--- src/pkg/bcs_map.vh ---
`ifndef BCS_MAP_VH
`define BCS_MAP_VH

// Regulation states
`define BCS_ST_BOOST      2'h0
`define BCS_ST_EQUALISE   2'h1
`define BCS_ST_ABSORB     2'h2
`define BCS_ST_FLOAT      2'h3

// Display screens
`define BCS_SCR_VOLT      1'b0
`define BCS_SCR_STATE     1'b1

// Register byte offsets
`define BCS_A_CTRL        8'h00
`define BCS_A_BOOST_LIMIT_VOLTAGE        8'h04
`define BCS_A_BOOST_RETURN_VOLTAGE        8'h08
`define BCS_A_FLOAT_VOLTAGE        8'h0c
`define BCS_A_ABSORPTION_VOLTAGE        8'h10
`define BCS_A_EQV         8'h14
`define BCS_A_MARGIN      8'h18
`define BCS_A_ADUR        8'h1c
`define BCS_A_EDUR        8'h20
`define BCS_A_BDAYS       8'h24
`define BCS_A_EDAYS       8'h28
`define BCS_A_RECON       8'h2c
`define BCS_A_TOD         8'h30
`define BCS_A_STATUS      8'h34
`define BCS_A_TIMER       8'h38
`define BCS_A_DAYS        8'h3c

// Control bits
`define BCS_CTRL_PER_BOOST 0
`define BCS_CTRL_EQ_EN     1
`define BCS_CTRL_LOCK      2

// Reset values (mV, minutes, days, temperature code)
`define BCS_RST_CTRL      3'h2
`define BCS_RST_BOOST_LIMIT_VOLTAGE      16'h3a98
`define BCS_RST_BOOST_RETURN_VOLTAGE      16'h3070
`define BCS_RST_FLOAT_VOLTAGE      16'h3548
`define BCS_RST_ABSORPTION_VOLTAGE      16'h3840
`define BCS_RST_EQV       16'h3c28
`define BCS_RST_MARGIN    16'h0190
`define BCS_RST_ADUR      16'h003c
`define BCS_RST_EDUR      16'h0078
`define BCS_RST_BDAYS     16'h0000
`define BCS_RST_EDAYS     16'h001e
`define BCS_RST_RECON     16'h0200

// Timing
`define BCS_CLK_HZ        125000000
`define BCS_LONG_PRESS_MS 1000
`define BCS_SEC_PER_MIN   60
`define BCS_MIN_PER_DAY   1440
`define BCS_BOOST_HOLD_MIN 3
`define BCS_BOOST_RET_MIN 10
`define BCS_EQ_START_HOUR 9
`define BCS_EQ_ABANDON_DAYS 4

// AXI responses
`define BCS_RESP_OKAY     2'h0
`define BCS_RESP_SLVERR   2'h2

`endif

--- src/hw/bcs_button.v ---
`timescale 1ns/100ps
`default_nettype none
module bcs_button #(
  parameter [27:0] LONG_CYC = 28'h773_5940
)(
  input  wire        clk,
  input  wire        resetn,
  input  wire        button_n,
  output reg         short_press_ff,
  output reg         long_press_ff
);
  reg        sync1_ff;
  reg        sync2_ff;
  reg [27:0] held_ff;
  reg        long_done_ff;

  // No debounce; contact bounce shows as short presses
  always @(posedge clk or negedge resetn) begin
    if (!resetn) begin
      sync1_ff       <= 1'b1;
      sync2_ff       <= 1'b1;
      held_ff        <= 28'h0;
      long_done_ff   <= 1'b0;
      short_press_ff <= 1'b0;
      long_press_ff  <= 1'b0;
    end else begin
      sync1_ff       <= button_n;
      sync2_ff       <= sync1_ff;
      short_press_ff <= 1'b0;
      long_press_ff  <= 1'b0;
      if (!sync2_ff) begin
        if (!long_done_ff) begin
          if (held_ff == LONG_CYC - 28'h1) begin
            long_press_ff <= 1'b1;
            long_done_ff  <= 1'b1;
          end else begin
            held_ff <= held_ff + 28'h1;
          end
        end
      end else begin
        // Release before the long mark is a short press
        if (held_ff != 28'h0 && !long_done_ff)
          short_press_ff <= 1'b1;
        held_ff      <= 28'h0;
        long_done_ff <= 1'b0;
      end
    end
  end
endmodule
`default_nettype wire

--- src/hw/bcs_sequencer.v ---
// Functional notes
// - Boost advances after voltage holds at boost limit for 3 minutes.
// - Below boost return voltage over 10 minutes returns to boost.
// - Periodic boost enters boost after programmed days, whatever the voltage.
// - Long press on voltage screen shows the regulation state code.
// - On state screen, long press advances state; short press returns.
// - Equalise duration zero skips equalise, except a pending one entered from absorb or float.
// - Absorption duration zero skips absorption.
// - Boost/float show voltage; on state screen, equalise/absorb show elapsed state timer.
// - Equalise or absorb timer at its duration advances the state.
// - Equalise holds at equalise voltage until its duration accumulates.
// - Equalise is due every interval days, starting at 9am.
// - Equalise is abandoned after 4 days in that state.
// - Absorb regulates to absorption voltage; timer pauses when low.
// - Absorb timer counts only above absorption voltage minus margin.
// - Float charges below float voltage, stops once regained.
// - Boost passes all charge current without limiting.
// - Voltage screen is selected after power-up.
// - Lockout bit blocks any further change of settings.
// - Overloaded load switch reconnects once switch temperature falls.
`include "bcs_map.vh"
`timescale 1ns/100ps
`default_nettype none
module bcs_sequencer #(
  parameter [27:0] CYC_PER_SEC    = `BCS_CLK_HZ,
  parameter [27:0] LONG_PRESS_CYC = `BCS_CLK_HZ / 1000 * `BCS_LONG_PRESS_MS
)(
  input  wire        clk,
  input  wire        resetn,
  input  wire [7:0]  s_axi_awaddr,
  input  wire        s_axi_awvalid,
  output reg         s_axi_awready,
  input  wire [31:0] s_axi_wdata,
  input  wire [3:0]  s_axi_wstrb,
  input  wire        s_axi_wvalid,
  output reg         s_axi_wready,
  output reg  [1:0]  s_axi_bresp,
  output reg         s_axi_bvalid,
  input  wire        s_axi_bready,
  input  wire [7:0]  s_axi_araddr,
  input  wire        s_axi_arvalid,
  output reg         s_axi_arready,
  output reg  [31:0] s_axi_rdata,
  output reg  [1:0]  s_axi_rresp,
  output reg         s_axi_rvalid,
  input  wire        s_axi_rready,
  input  wire        button_n,
  input  wire [15:0] batt_mv,
  input  wire        load_overload,
  input  wire [11:0] switch_temp,
  output reg  [1:0]  reg_state_ff,
  output reg         charge_en_ff,
  output reg         full_current_ff,
  output reg         screen_ff,
  output reg  [15:0] disp_value_ff,
  output reg         load_on_ff
);
  localparam [9:0]  HOLD_S = `BCS_BOOST_HOLD_MIN * `BCS_SEC_PER_MIN;
  localparam [9:0]  RET_S  = `BCS_BOOST_RET_MIN * `BCS_SEC_PER_MIN;
  localparam [10:0] EQ_MIN = `BCS_EQ_START_HOUR * `BCS_SEC_PER_MIN;
  localparam [10:0] DAY_M1 = `BCS_MIN_PER_DAY - 1;
  localparam [5:0]  MIN_M1 = `BCS_SEC_PER_MIN - 1;
  localparam [7:0]  EQ_ABN = `BCS_EQ_ABANDON_DAYS;

  function [31:0] merge;
    input [31:0] old;
    input [31:0] nw;
    input [3:0]  strb;
    integer i;
    begin
      for (i = 0; i < 4; i = i + 1)
        merge[i*8 +: 8] = strb[i] ? nw[i*8 +: 8] : old[i*8 +: 8];
    end
  endfunction

  function [15:0] sat_sub;
    input [15:0] a;
    input [15:0] b;
    begin
      sat_sub = (a > b) ? a - b : 16'h0;
    end
  endfunction

  // Byte lanes of a 16-bit setting
  function [15:0] lane16;
    input [15:0] old;
    input [15:0] nw;
    input [1:0]  strb;
    begin
      lane16 = {strb[1] ? nw[15:8] : old[15:8],
                strb[0] ? nw[7:0] : old[7:0]};
    end
  endfunction

  function [1:0] next_state;
    input [1:0] st;
    input       eq_ok;
    input       abs_ok;
    begin
      case (st)
        `BCS_ST_BOOST:    next_state = eq_ok ? `BCS_ST_EQUALISE :
                                       abs_ok ? `BCS_ST_ABSORB :
                                       `BCS_ST_FLOAT;
        `BCS_ST_EQUALISE: next_state = abs_ok ? `BCS_ST_ABSORB :
                                       `BCS_ST_FLOAT;
        `BCS_ST_ABSORB:   next_state = `BCS_ST_FLOAT;
        default:          next_state = `BCS_ST_BOOST;
      endcase
    end
  endfunction

  // Settings
  reg [2:0]  ctrl_ff;
  reg [15:0] boost_limit_voltage_ff;
  reg [15:0] boost_return_voltage_ff;
  reg [15:0] float_voltage_ff;
  reg [15:0] absorption_voltage_ff;
  reg [15:0] equalise_voltage_ff;
  reg [15:0] regulation_margin_ff;
  reg [15:0] absorption_duration_ff;
  reg [15:0] equalise_duration_ff;
  reg [15:0] boost_interval_days_ff;
  reg [15:0] equalise_interval_days_ff;
  reg [15:0] recon_temp_ff;
  // Bus state
  reg [7:0]  awaddr_ff;
  reg [31:0] wdata_ff;
  reg [3:0]  wstrb_ff;
  reg        aw_got_ff;
  reg        w_got_ff;
  reg [31:0] rd_mux;
  // Time base
  reg [27:0] sec_cnt_ff;
  reg [5:0]  sec_of_min_ff;
  reg [10:0] tod_ff;
  // Sequencer
  reg [9:0]  hold_s_ff;
  reg [9:0]  low_s_ff;
  reg [5:0]  st_sec_ff;
  reg [15:0] st_min_ff;
  reg [7:0]  eq_days_ff;
  reg [7:0]  boost_days_ff;
  reg [7:0]  eq_day_cnt_ff;
  reg        eq_pending_ff;
  reg        go;
  reg [1:0]  dest;

  wire short_press;
  wire long_press;

  bcs_button #(
    .LONG_CYC       (LONG_PRESS_CYC)
  ) u_button (
    .clk            (clk),
    .resetn         (resetn),
    .button_n       (button_n),
    .short_press_ff (short_press),
    .long_press_ff  (long_press)
  );

  wire wr_fire  = aw_got_ff & w_got_ff & ~s_axi_bvalid;
  wire locked   = ctrl_ff[`BCS_CTRL_LOCK];
  wire is_set   = awaddr_ff <= `BCS_A_RECON;
  wire wr_set   = wr_fire & is_set & ~locked;
  wire wr_tod   = wr_fire & (awaddr_ff == `BCS_A_TOD);
  wire [31:0] wv = merge(32'h0, wdata_ff, wstrb_ff);
  wire [15:0] wd16 = wdata_ff[15:0];
  wire [1:0]  ws2  = wstrb_ff[1:0];

  // Write channel: address and data taken in either order
  always @(posedge clk or negedge resetn) begin
    if (!resetn) begin
      s_axi_awready <= 1'b1;
      s_axi_wready  <= 1'b1;
      s_axi_bvalid  <= 1'b0;
      s_axi_bresp   <= `BCS_RESP_OKAY;
      aw_got_ff     <= 1'b0;
      w_got_ff      <= 1'b0;
      awaddr_ff     <= 8'h0;
      wdata_ff      <= 32'h0;
      wstrb_ff      <= 4'h0;
    end else begin
      if (s_axi_awvalid && s_axi_awready) begin
        awaddr_ff     <= {s_axi_awaddr[7:2], 2'h0};
        aw_got_ff     <= 1'b1;
        s_axi_awready <= 1'b0;
      end
      if (s_axi_wvalid && s_axi_wready) begin
        wdata_ff     <= s_axi_wdata;
        wstrb_ff     <= s_axi_wstrb;
        w_got_ff     <= 1'b1;
        s_axi_wready <= 1'b0;
      end
      if (wr_fire) begin
        aw_got_ff    <= 1'b0;
        w_got_ff     <= 1'b0;
        s_axi_bvalid <= 1'b1;
        // Locked settings and read-only words answer with an error
        s_axi_bresp  <= (wr_set | wr_tod) ? `BCS_RESP_OKAY :
                        `BCS_RESP_SLVERR;
      end
      if (s_axi_bvalid && s_axi_bready) begin
        s_axi_bvalid  <= 1'b0;
        s_axi_awready <= 1'b1;
        s_axi_wready  <= 1'b1;
      end
    end
  end

  // Setting registers; strobes only change the addressed bytes
  always @(posedge clk or negedge resetn) begin
    if (!resetn) begin
      ctrl_ff                   <= `BCS_RST_CTRL;
      boost_limit_voltage_ff    <= `BCS_RST_BOOST_LIMIT_VOLTAGE;
      boost_return_voltage_ff   <= `BCS_RST_BOOST_RETURN_VOLTAGE;
      float_voltage_ff          <= `BCS_RST_FLOAT_VOLTAGE;
      absorption_voltage_ff     <= `BCS_RST_ABSORPTION_VOLTAGE;
      equalise_voltage_ff       <= `BCS_RST_EQV;
      regulation_margin_ff      <= `BCS_RST_MARGIN;
      absorption_duration_ff    <= `BCS_RST_ADUR;
      equalise_duration_ff      <= `BCS_RST_EDUR;
      boost_interval_days_ff    <= `BCS_RST_BDAYS;
      equalise_interval_days_ff <= `BCS_RST_EDAYS;
      recon_temp_ff             <= `BCS_RST_RECON;
    end else if (wr_set) begin
      case (awaddr_ff)
        `BCS_A_CTRL: ctrl_ff <= ws2[0] ? wdata_ff[2:0] : ctrl_ff;
        `BCS_A_BOOST_LIMIT_VOLTAGE: boost_limit_voltage_ff <=
          lane16(boost_limit_voltage_ff, wd16, ws2);
        `BCS_A_BOOST_RETURN_VOLTAGE: boost_return_voltage_ff <=
          lane16(boost_return_voltage_ff, wd16, ws2);
        `BCS_A_FLOAT_VOLTAGE: float_voltage_ff <=
          lane16(float_voltage_ff, wd16, ws2);
        `BCS_A_ABSORPTION_VOLTAGE: absorption_voltage_ff <=
          lane16(absorption_voltage_ff, wd16, ws2);
        `BCS_A_EQV: equalise_voltage_ff <=
          lane16(equalise_voltage_ff, wd16, ws2);
        `BCS_A_MARGIN: regulation_margin_ff <=
          lane16(regulation_margin_ff, wd16, ws2);
        `BCS_A_ADUR: absorption_duration_ff <=
          lane16(absorption_duration_ff, wd16, ws2);
        `BCS_A_EDUR: equalise_duration_ff <=
          lane16(equalise_duration_ff, wd16, ws2);
        `BCS_A_BDAYS: boost_interval_days_ff <=
          lane16(boost_interval_days_ff, wd16, ws2);
        `BCS_A_EDAYS: equalise_interval_days_ff <=
          lane16(equalise_interval_days_ff, wd16, ws2);
        default: recon_temp_ff <= lane16(recon_temp_ff, wd16, ws2);
      endcase
    end
  end

  // Read data
  always @* begin
    case ({s_axi_araddr[7:2], 2'h0})
      `BCS_A_CTRL:   rd_mux = {29'h0, ctrl_ff};
      `BCS_A_BOOST_LIMIT_VOLTAGE:   rd_mux = {16'h0, boost_limit_voltage_ff};
      `BCS_A_BOOST_RETURN_VOLTAGE:   rd_mux = {16'h0, boost_return_voltage_ff};
      `BCS_A_FLOAT_VOLTAGE:   rd_mux = {16'h0, float_voltage_ff};
      `BCS_A_ABSORPTION_VOLTAGE:   rd_mux = {16'h0, absorption_voltage_ff};
      `BCS_A_EQV:    rd_mux = {16'h0, equalise_voltage_ff};
      `BCS_A_MARGIN: rd_mux = {16'h0, regulation_margin_ff};
      `BCS_A_ADUR:   rd_mux = {16'h0, absorption_duration_ff};
      `BCS_A_EDUR:   rd_mux = {16'h0, equalise_duration_ff};
      `BCS_A_BDAYS:  rd_mux = {16'h0, boost_interval_days_ff};
      `BCS_A_EDAYS:  rd_mux = {16'h0, equalise_interval_days_ff};
      `BCS_A_RECON:  rd_mux = {16'h0, recon_temp_ff};
      `BCS_A_TOD:    rd_mux = {21'h0, tod_ff};
      `BCS_A_STATUS: rd_mux = {25'h0, eq_pending_ff, load_on_ff,
                               full_current_ff, charge_en_ff, screen_ff,
                               reg_state_ff};
      `BCS_A_TIMER:  rd_mux = {10'h0, st_sec_ff, st_min_ff};
      default:       rd_mux = {8'h0, eq_days_ff, eq_day_cnt_ff, boost_days_ff};
    endcase
  end

  always @(posedge clk or negedge resetn) begin
    if (!resetn) begin
      s_axi_arready <= 1'b1;
      s_axi_rvalid  <= 1'b0;
      s_axi_rdata   <= 32'h0;
      s_axi_rresp   <= `BCS_RESP_OKAY;
    end else if (s_axi_arvalid && s_axi_arready) begin
      s_axi_rdata   <= rd_mux;
      s_axi_rresp   <= `BCS_RESP_OKAY;
      s_axi_rvalid  <= 1'b1;
      s_axi_arready <= 1'b0;
    end else if (s_axi_rvalid && s_axi_rready) begin
      s_axi_rvalid  <= 1'b0;
      s_axi_arready <= 1'b1;
    end
  end

  // Time base: seconds, minutes, time of day
  wire sec_tick = (sec_cnt_ff == CYC_PER_SEC - 28'h1);
  wire min_tick = sec_tick & (sec_of_min_ff == MIN_M1);
  wire day_tick = min_tick & (tod_ff == DAY_M1);
  wire at_9am   = min_tick & (tod_ff == EQ_MIN - 11'h1);

  always @(posedge clk or negedge resetn) begin
    if (!resetn) begin
      sec_cnt_ff    <= 28'h0;
      sec_of_min_ff <= 6'h0;
      tod_ff        <= 11'h0;
    end else begin
      sec_cnt_ff <= sec_tick ? 28'h0 : sec_cnt_ff + 28'h1;
      if (sec_tick)
        sec_of_min_ff <= (sec_of_min_ff == MIN_M1) ? 6'h0 :
                         sec_of_min_ff + 6'h1;
      if (wr_tod)
        tod_ff <= (wv[10:0] > DAY_M1) ? 11'h0 : wv[10:0];
      else if (min_tick)
        tod_ff <= (tod_ff == DAY_M1) ? 11'h0 : tod_ff + 11'h1;
    end
  end

  wire eq_ok   = equalise_duration_ff != 16'h0;
  wire abs_ok  = absorption_duration_ff != 16'h0;
  wire boost_due = ctrl_ff[`BCS_CTRL_PER_BOOST] &
                   (boost_interval_days_ff != 16'h0) &
                   ({8'h0, boost_days_ff} >= boost_interval_days_ff);
  wire abs_cnt = (reg_state_ff == `BCS_ST_ABSORB) &
                 (batt_mv > sat_sub(absorption_voltage_ff,
                                    regulation_margin_ff));
  wire eq_cnt  = (reg_state_ff == `BCS_ST_EQUALISE) &
                 (batt_mv > sat_sub(equalise_voltage_ff,
                                    regulation_margin_ff));
  wire low_v   = batt_mv < boost_return_voltage_ff;

  // Transition choice; the button wins over automatic moves
  always @* begin
    go   = 1'b0;
    dest = reg_state_ff;
    if (long_press && screen_ff == `BCS_SCR_STATE) begin
      go   = 1'b1;
      dest = next_state(reg_state_ff, eq_ok, abs_ok);
    end else if (reg_state_ff != `BCS_ST_BOOST &&
                 (low_s_ff > RET_S || boost_due)) begin
      go   = 1'b1;
      dest = `BCS_ST_BOOST;
    end else if (eq_pending_ff && (reg_state_ff == `BCS_ST_ABSORB ||
                                   reg_state_ff == `BCS_ST_FLOAT)) begin
      go   = 1'b1;
      dest = `BCS_ST_EQUALISE;
    end else begin
      case (reg_state_ff)
        `BCS_ST_BOOST: if (hold_s_ff >= HOLD_S) begin
          go   = 1'b1;
          dest = next_state(reg_state_ff, eq_pending_ff & eq_ok,
                            abs_ok);
        end
        `BCS_ST_EQUALISE: if (st_min_ff >= equalise_duration_ff ||
                              eq_days_ff >= EQ_ABN) begin
          go   = 1'b1;
          dest = next_state(reg_state_ff, 1'b0, abs_ok);
        end
        `BCS_ST_ABSORB: if (st_min_ff >= absorption_duration_ff) begin
          go   = 1'b1;
          dest = `BCS_ST_FLOAT;
        end
        default: go = 1'b0;
      endcase
    end
  end

  always @(posedge clk or negedge resetn) begin
    if (!resetn) begin
      reg_state_ff  <= `BCS_ST_BOOST;
      hold_s_ff     <= 10'h0;
      low_s_ff      <= 10'h0;
      st_sec_ff     <= 6'h0;
      st_min_ff     <= 16'h0;
      eq_days_ff    <= 8'h0;
      boost_days_ff <= 8'h0;
      eq_day_cnt_ff <= 8'h0;
      eq_pending_ff <= 1'b0;
    end else begin
      if (go) begin
        reg_state_ff <= dest;
        hold_s_ff    <= 10'h0;
        st_sec_ff    <= 6'h0;
        st_min_ff    <= 16'h0;
        eq_days_ff   <= 8'h0;
        low_s_ff     <= 10'h0;
      end else begin
        // Timers pause, not clear, while voltage sags
        if (sec_tick && (abs_cnt || eq_cnt)) begin
          st_sec_ff <= (st_sec_ff == MIN_M1) ? 6'h0 : st_sec_ff + 6'h1;
          if (st_sec_ff == MIN_M1 && st_min_ff != 16'hffff)
            st_min_ff <= st_min_ff + 16'h1;
        end
        if (reg_state_ff == `BCS_ST_BOOST &&
            batt_mv >= boost_limit_voltage_ff) begin
          if (sec_tick && hold_s_ff != HOLD_S)
            hold_s_ff <= hold_s_ff + 10'h1;
        end else begin
          hold_s_ff <= 10'h0;
        end
        // Short dips restart the count
        if (reg_state_ff != `BCS_ST_BOOST && low_v) begin
          if (sec_tick && low_s_ff <= RET_S)
            low_s_ff <= low_s_ff + 10'h1;
        end else begin
          low_s_ff <= 10'h0;
        end
        if (reg_state_ff == `BCS_ST_EQUALISE && day_tick &&
            eq_days_ff != EQ_ABN)
          eq_days_ff <= eq_days_ff + 8'h1;
      end
      if (go && dest == `BCS_ST_BOOST)
        boost_days_ff <= 8'h0;
      else if (day_tick && boost_days_ff != 8'hff)
        boost_days_ff <= boost_days_ff + 8'h1;
      if (go && dest == `BCS_ST_EQUALISE) begin
        eq_day_cnt_ff <= 8'h0;
        eq_pending_ff <= 1'b0;
      end else begin
        if (day_tick && eq_day_cnt_ff != 8'hff)
          eq_day_cnt_ff <= eq_day_cnt_ff + 8'h1;
        if (at_9am && ctrl_ff[`BCS_CTRL_EQ_EN] && eq_ok &&
            {8'h0, eq_day_cnt_ff} >= equalise_interval_days_ff)
          eq_pending_ff <= 1'b1;
      end
    end
  end

  // Charge demand, display and load switch
  always @(posedge clk or negedge resetn) begin
    if (!resetn) begin
      charge_en_ff    <= 1'b0;
      full_current_ff <= 1'b0;
      screen_ff       <= `BCS_SCR_VOLT;
      disp_value_ff   <= 16'h0;
      load_on_ff      <= 1'b1;
    end else begin
      case (reg_state_ff)
        `BCS_ST_BOOST:    charge_en_ff <= 1'b1;
        `BCS_ST_EQUALISE: charge_en_ff <= batt_mv < equalise_voltage_ff;
        `BCS_ST_ABSORB:   charge_en_ff <= batt_mv < absorption_voltage_ff;
        default:          charge_en_ff <= batt_mv < float_voltage_ff;
      endcase
      full_current_ff <= reg_state_ff == `BCS_ST_BOOST;
      if (screen_ff == `BCS_SCR_VOLT && long_press)
        screen_ff <= `BCS_SCR_STATE;
      else if (screen_ff == `BCS_SCR_STATE && short_press)
        screen_ff <= `BCS_SCR_VOLT;
      // State code rides on reg_state_ff beside the value
      if (screen_ff == `BCS_SCR_STATE &&
          (reg_state_ff == `BCS_ST_EQUALISE ||
           reg_state_ff == `BCS_ST_ABSORB))
        disp_value_ff <= st_min_ff;
      else
        disp_value_ff <= batt_mv;
      if (load_overload)
        load_on_ff <= 1'b0;
      else if (!load_on_ff && {4'h0, switch_temp} <= recon_temp_ff)
        load_on_ff <= 1'b1;
    end
  end
endmodule
`default_nettype wire

--- config.mk ---
export PLATFORM = sky130hd
export DESIGN_NAME = bcs_sequencer
export DESIGN_NICKNAME = d
export VERILOG_FILES = /design/src/hw/bcs_button.v /design/src/hw/bcs_sequencer.v
export VERILOG_INCLUDE_DIRS = /design/src /design/src/pkg
export SDC_FILE = /design/constraint.sdc
export NUM_CORES = 1
export LEC_CHECK = 0
export BUFFER_PORTS_ARGS = -buffer_cell sky130_fd_sc_hd__buf_2
export CORE_UTILIZATION = 35
export CTS_CLUSTER_DIAMETER = 150
export DETAILED_ROUTE_END_ITERATION = 10
export GPL_TIMING_DRIVEN = 1
export PLACE_DENSITY_LB_ADDON = 0.15
export SYNTH_ARGS = -nofsm -noshare
export SYNTH_HDL_FRONTEND = slang
export SYNTH_SLANG_ARGS = --single-unit
--- constraint.sdc ---
create_clock -name clk -period 6.69 [get_ports clk]
set_input_delay 1.338 -clock clk [delete_from_list [all_inputs] [get_ports clk]]
set_output_delay 1.338 -clock clk [all_outputs]
set_load 0.005 [all_outputs]
==> summary.txt <==
status -> finished clean
Ys Warns -> 0
gr usage total -> 25.59%
CTS tree -> yes
crit path max fanout -> 16
Final TNS setup -> 0 ns
Clock Sink Count -> 402
met3 routed WL -> 4.769 mm
Row Count -> 97
wire length on met1 -> 41.44 mm
post-cts sizing count -> 0
H-Tree Depth -> 2
Worst Tran Pin Value -> 1.222 ns
Num CTS Buffers -> 49
CP max stage cell -> a2111oi_0
io pins -> 152
Synth Cell Area -> 25,030 sq um
number of vias per cell -> 5.606
setup bufs post-CTS -> 0
Worst setup EP type -> flip-flop
Power Density -> 309.5 nW/um^2
gpl congestion -> 0.9691
final worst-path cycle share -> 85.65%
f_max -> 174.5 MHz
CP Launch Type -> flip-flop
Worst Slack Setup Final -> 0.9599 ns
CP Data Arrival Time -> 6.25 ns
data required time at the worst endpoint -> 7.21 ns
Pleak -> 0.01253 uW
Vias -> 20,580
antenna-violating nets left -> 0
Worst-path clk slew -> 0.06 ns
skew final -> 0.02408 ns
initial DRC count -> 1,666
PortBufs -> 118
Place WS -> 1.128 ns
Max Cap Viol -> 0
clk_lat worst skew -> 0.61 ns
Hold Buf Count CTS -> 0
number of distinct library cells after synthesis -> 98
Max-slew headroom -> 18.23%
share of layout cells above drive strength 1 -> 19.12%
Mapped Avg Cell Area -> 9.743 sq um
min Tclk post-route -> 5.730 ns
Nets -> 3,002
slowest cell delay on critical path -> 0.88 ns
Die Wd -> 269.4 microns
residual DRC count -> 0
Final setup viols -> 0
delay-heaviest family, CP -> compound AO/OA/AOI/OAI gates
Highest Signal Layer -> met5
Initial Util -> 35.56%
part of the Yosys area used for sequential elements -> 40.45%
Post-synth ARST share -> 100.0%
hpwl dp -> 71.01 mm
Yosys reg bits -> 402
Root Buffer -> clkbuf_16
largest registers -> sec_cnt_ff x28, u_button.held_ff x28, s_axi_rdata x24
die area -> 72,580 sq um
leading area contributor after synthesis -> dfrtp_1
worst path cell trace -> inv_1 -> ha_1 -> inv_1 -> fa_1 -> a21o_1 -> a21o_1 -> a2111oi_0 -> o31ai_1 -> a21oi_1 -> nand4b_1 -> a31oi_1 -> buf_4 -> nor2b_1 -> ha_1 -> nor2b_1 -> o211ai_1 -> a2111o_1 -> o211ai_1 -> and2_1 -> o2111ai_1 -> buf_4 -> or3_1 -> a21oi_1
clock buffer depth -> 3
Critical path buffers and inverters -> 4
First-pass DRT Iterations -> 6
vias in the first global route -> 20,790
routed length per instance -> 25.36 microns
global-route wire length before repair -> 138.8 mm
post-synthesis cell count -> 2,569
Hold Fails Final Rpt -> 0
VDD IR max -> 0.2171 mV
Slew Limit Fails -> 0
largest net degree at the start of global routing -> 154
Core Region -> 70,390 sq um
Synth top area share -> 35.09%
number of synthesized flops with an enable pin -> 0
top area cells in the synthesized netlist -> dfrtp_1 35%, ha_1 11%, mux2_2 8.3%, dfstp_2 5.4%, nand2_1 3.3%
met2 wire length -> 43.33 mm
RSZ-0062 raised after global routing -> no
Die Height -> 269.4 microns
synthesis-to-finish area growth -> 13.70%
overall routed net length -> 93.12 mm
total grt overflow -> 0
top_reg_cell synth -> dfrtp_1
Hold Path Class -> reg -> reg
initial antenna violation count -> 2
Crit Path Category -> reg -> reg
[cell usage after synthesis, drive strengths merged, types with 13 or more instances]
master  count
dfrtp     351
o21ai     152
nand3      57
or3        28
dfstp      51
nor2b      19
xnor2      53
buf        32
nand4      57
ha        221
and3       31
clkbuf     57
xor2       60
and2       16
nor3       40
a21oi     161
mux2      187
a21o       40
a211oi     14
nor2      172
a22oi      41
o21a       17
a31oi      16
inv       209
nand2     223
nor4       39
a221oi     16
o22ai      14
mux2i      22
and4       13
[through the flow]
step                power (uW)  cells  area (sq um)  hold slack (ns)  util [%]
floorplan                 4814   2579         25070           0.3452         -
global placement          5880   3579         26720           0.3538     37.96
detailed placement        5922   3579         26720           0.3530     37.96
CTS                       8846   3670         28450           0.3614     40.42
global route              9283   3670         28450           0.3637     40.42
finish                    8808   3672         28460           0.3576     40.43
[cell type report]
cell class	count	area, sq um
fill	7010	41930
multi-input combinational	1878	13770
sequential	402	10120
clock buffer	64	1383
tap	940	1176
timing repair buffer	150	865.8
inverter	209	784.5
clock inverter	27	352.8
antenna	2	5.005
[path summary, 6_finish.rpt]
check,from,to,slack [ns],cells after the start
setup / recovery,absorption_voltage_ff[0],st_min_ff[12],0.96,23
setup reg to reg,absorption_voltage_ff[0],st_min_ff[12],0.96,23
max in group asynchronous,resetn,u_button.held_ff[26],4.52,2
hold / removal,u_button.sync1_ff,u_button.sync2_ff,0.36,0
min in group asynchronous,resetn,sec_cnt_ff[19],0.79,1
hold reg to reg,u_button.sync1_ff,u_button.sync2_ff,0.36,0
[placed cells by master, fill, tap and decap left out, types with 60 or more instances in the layout]
master,netlist,final
xor2_1,60,60
nor2_1,172,171
buf_2,13,117
a21oi_1,160,160
mux2_2,185,185
ha_1,221,221
o21ai_0,147,147
nand2_1,217,217
inv_1,209,209
dfrtp_1,351,351
[report_power, final]
group          leakage (uW)  internal, uW  switching (uW)
clock network      0.000864          1730            1160
logic               0.00638          1090            1470
registers           0.00528          2720             627
[layer usage]
metal | up-vias | global-route usage (%)
met5 | - | 0
met4 | 2 | 9.300
met3 | 156 | 3.375
met2 | 584 | 41.74
met1 | 10330 | 34.58
li1 | 9514 | -
[kinds of logic (layout without fill, tap and decap cells)]
kind of cell / Yosys count / count (layout) / share of synthesized area, %
AOI/OAI and AO/OA: 564 / 564 / 14.44
xor gates and xnor gates: 113 / 113 / 3.954
adders and majority gates: 223 / 223 / 11.21
buffers and inverters: 299 / 450 / 4.809
DFF: 402 / 402 / 40.45
muxes: 213 / 213 / 9.653
other: 1 / 13 / 0.01498
and+or+nand+nor: 754 / 754 / 15.47
Power figures use the tool's default switching activity.
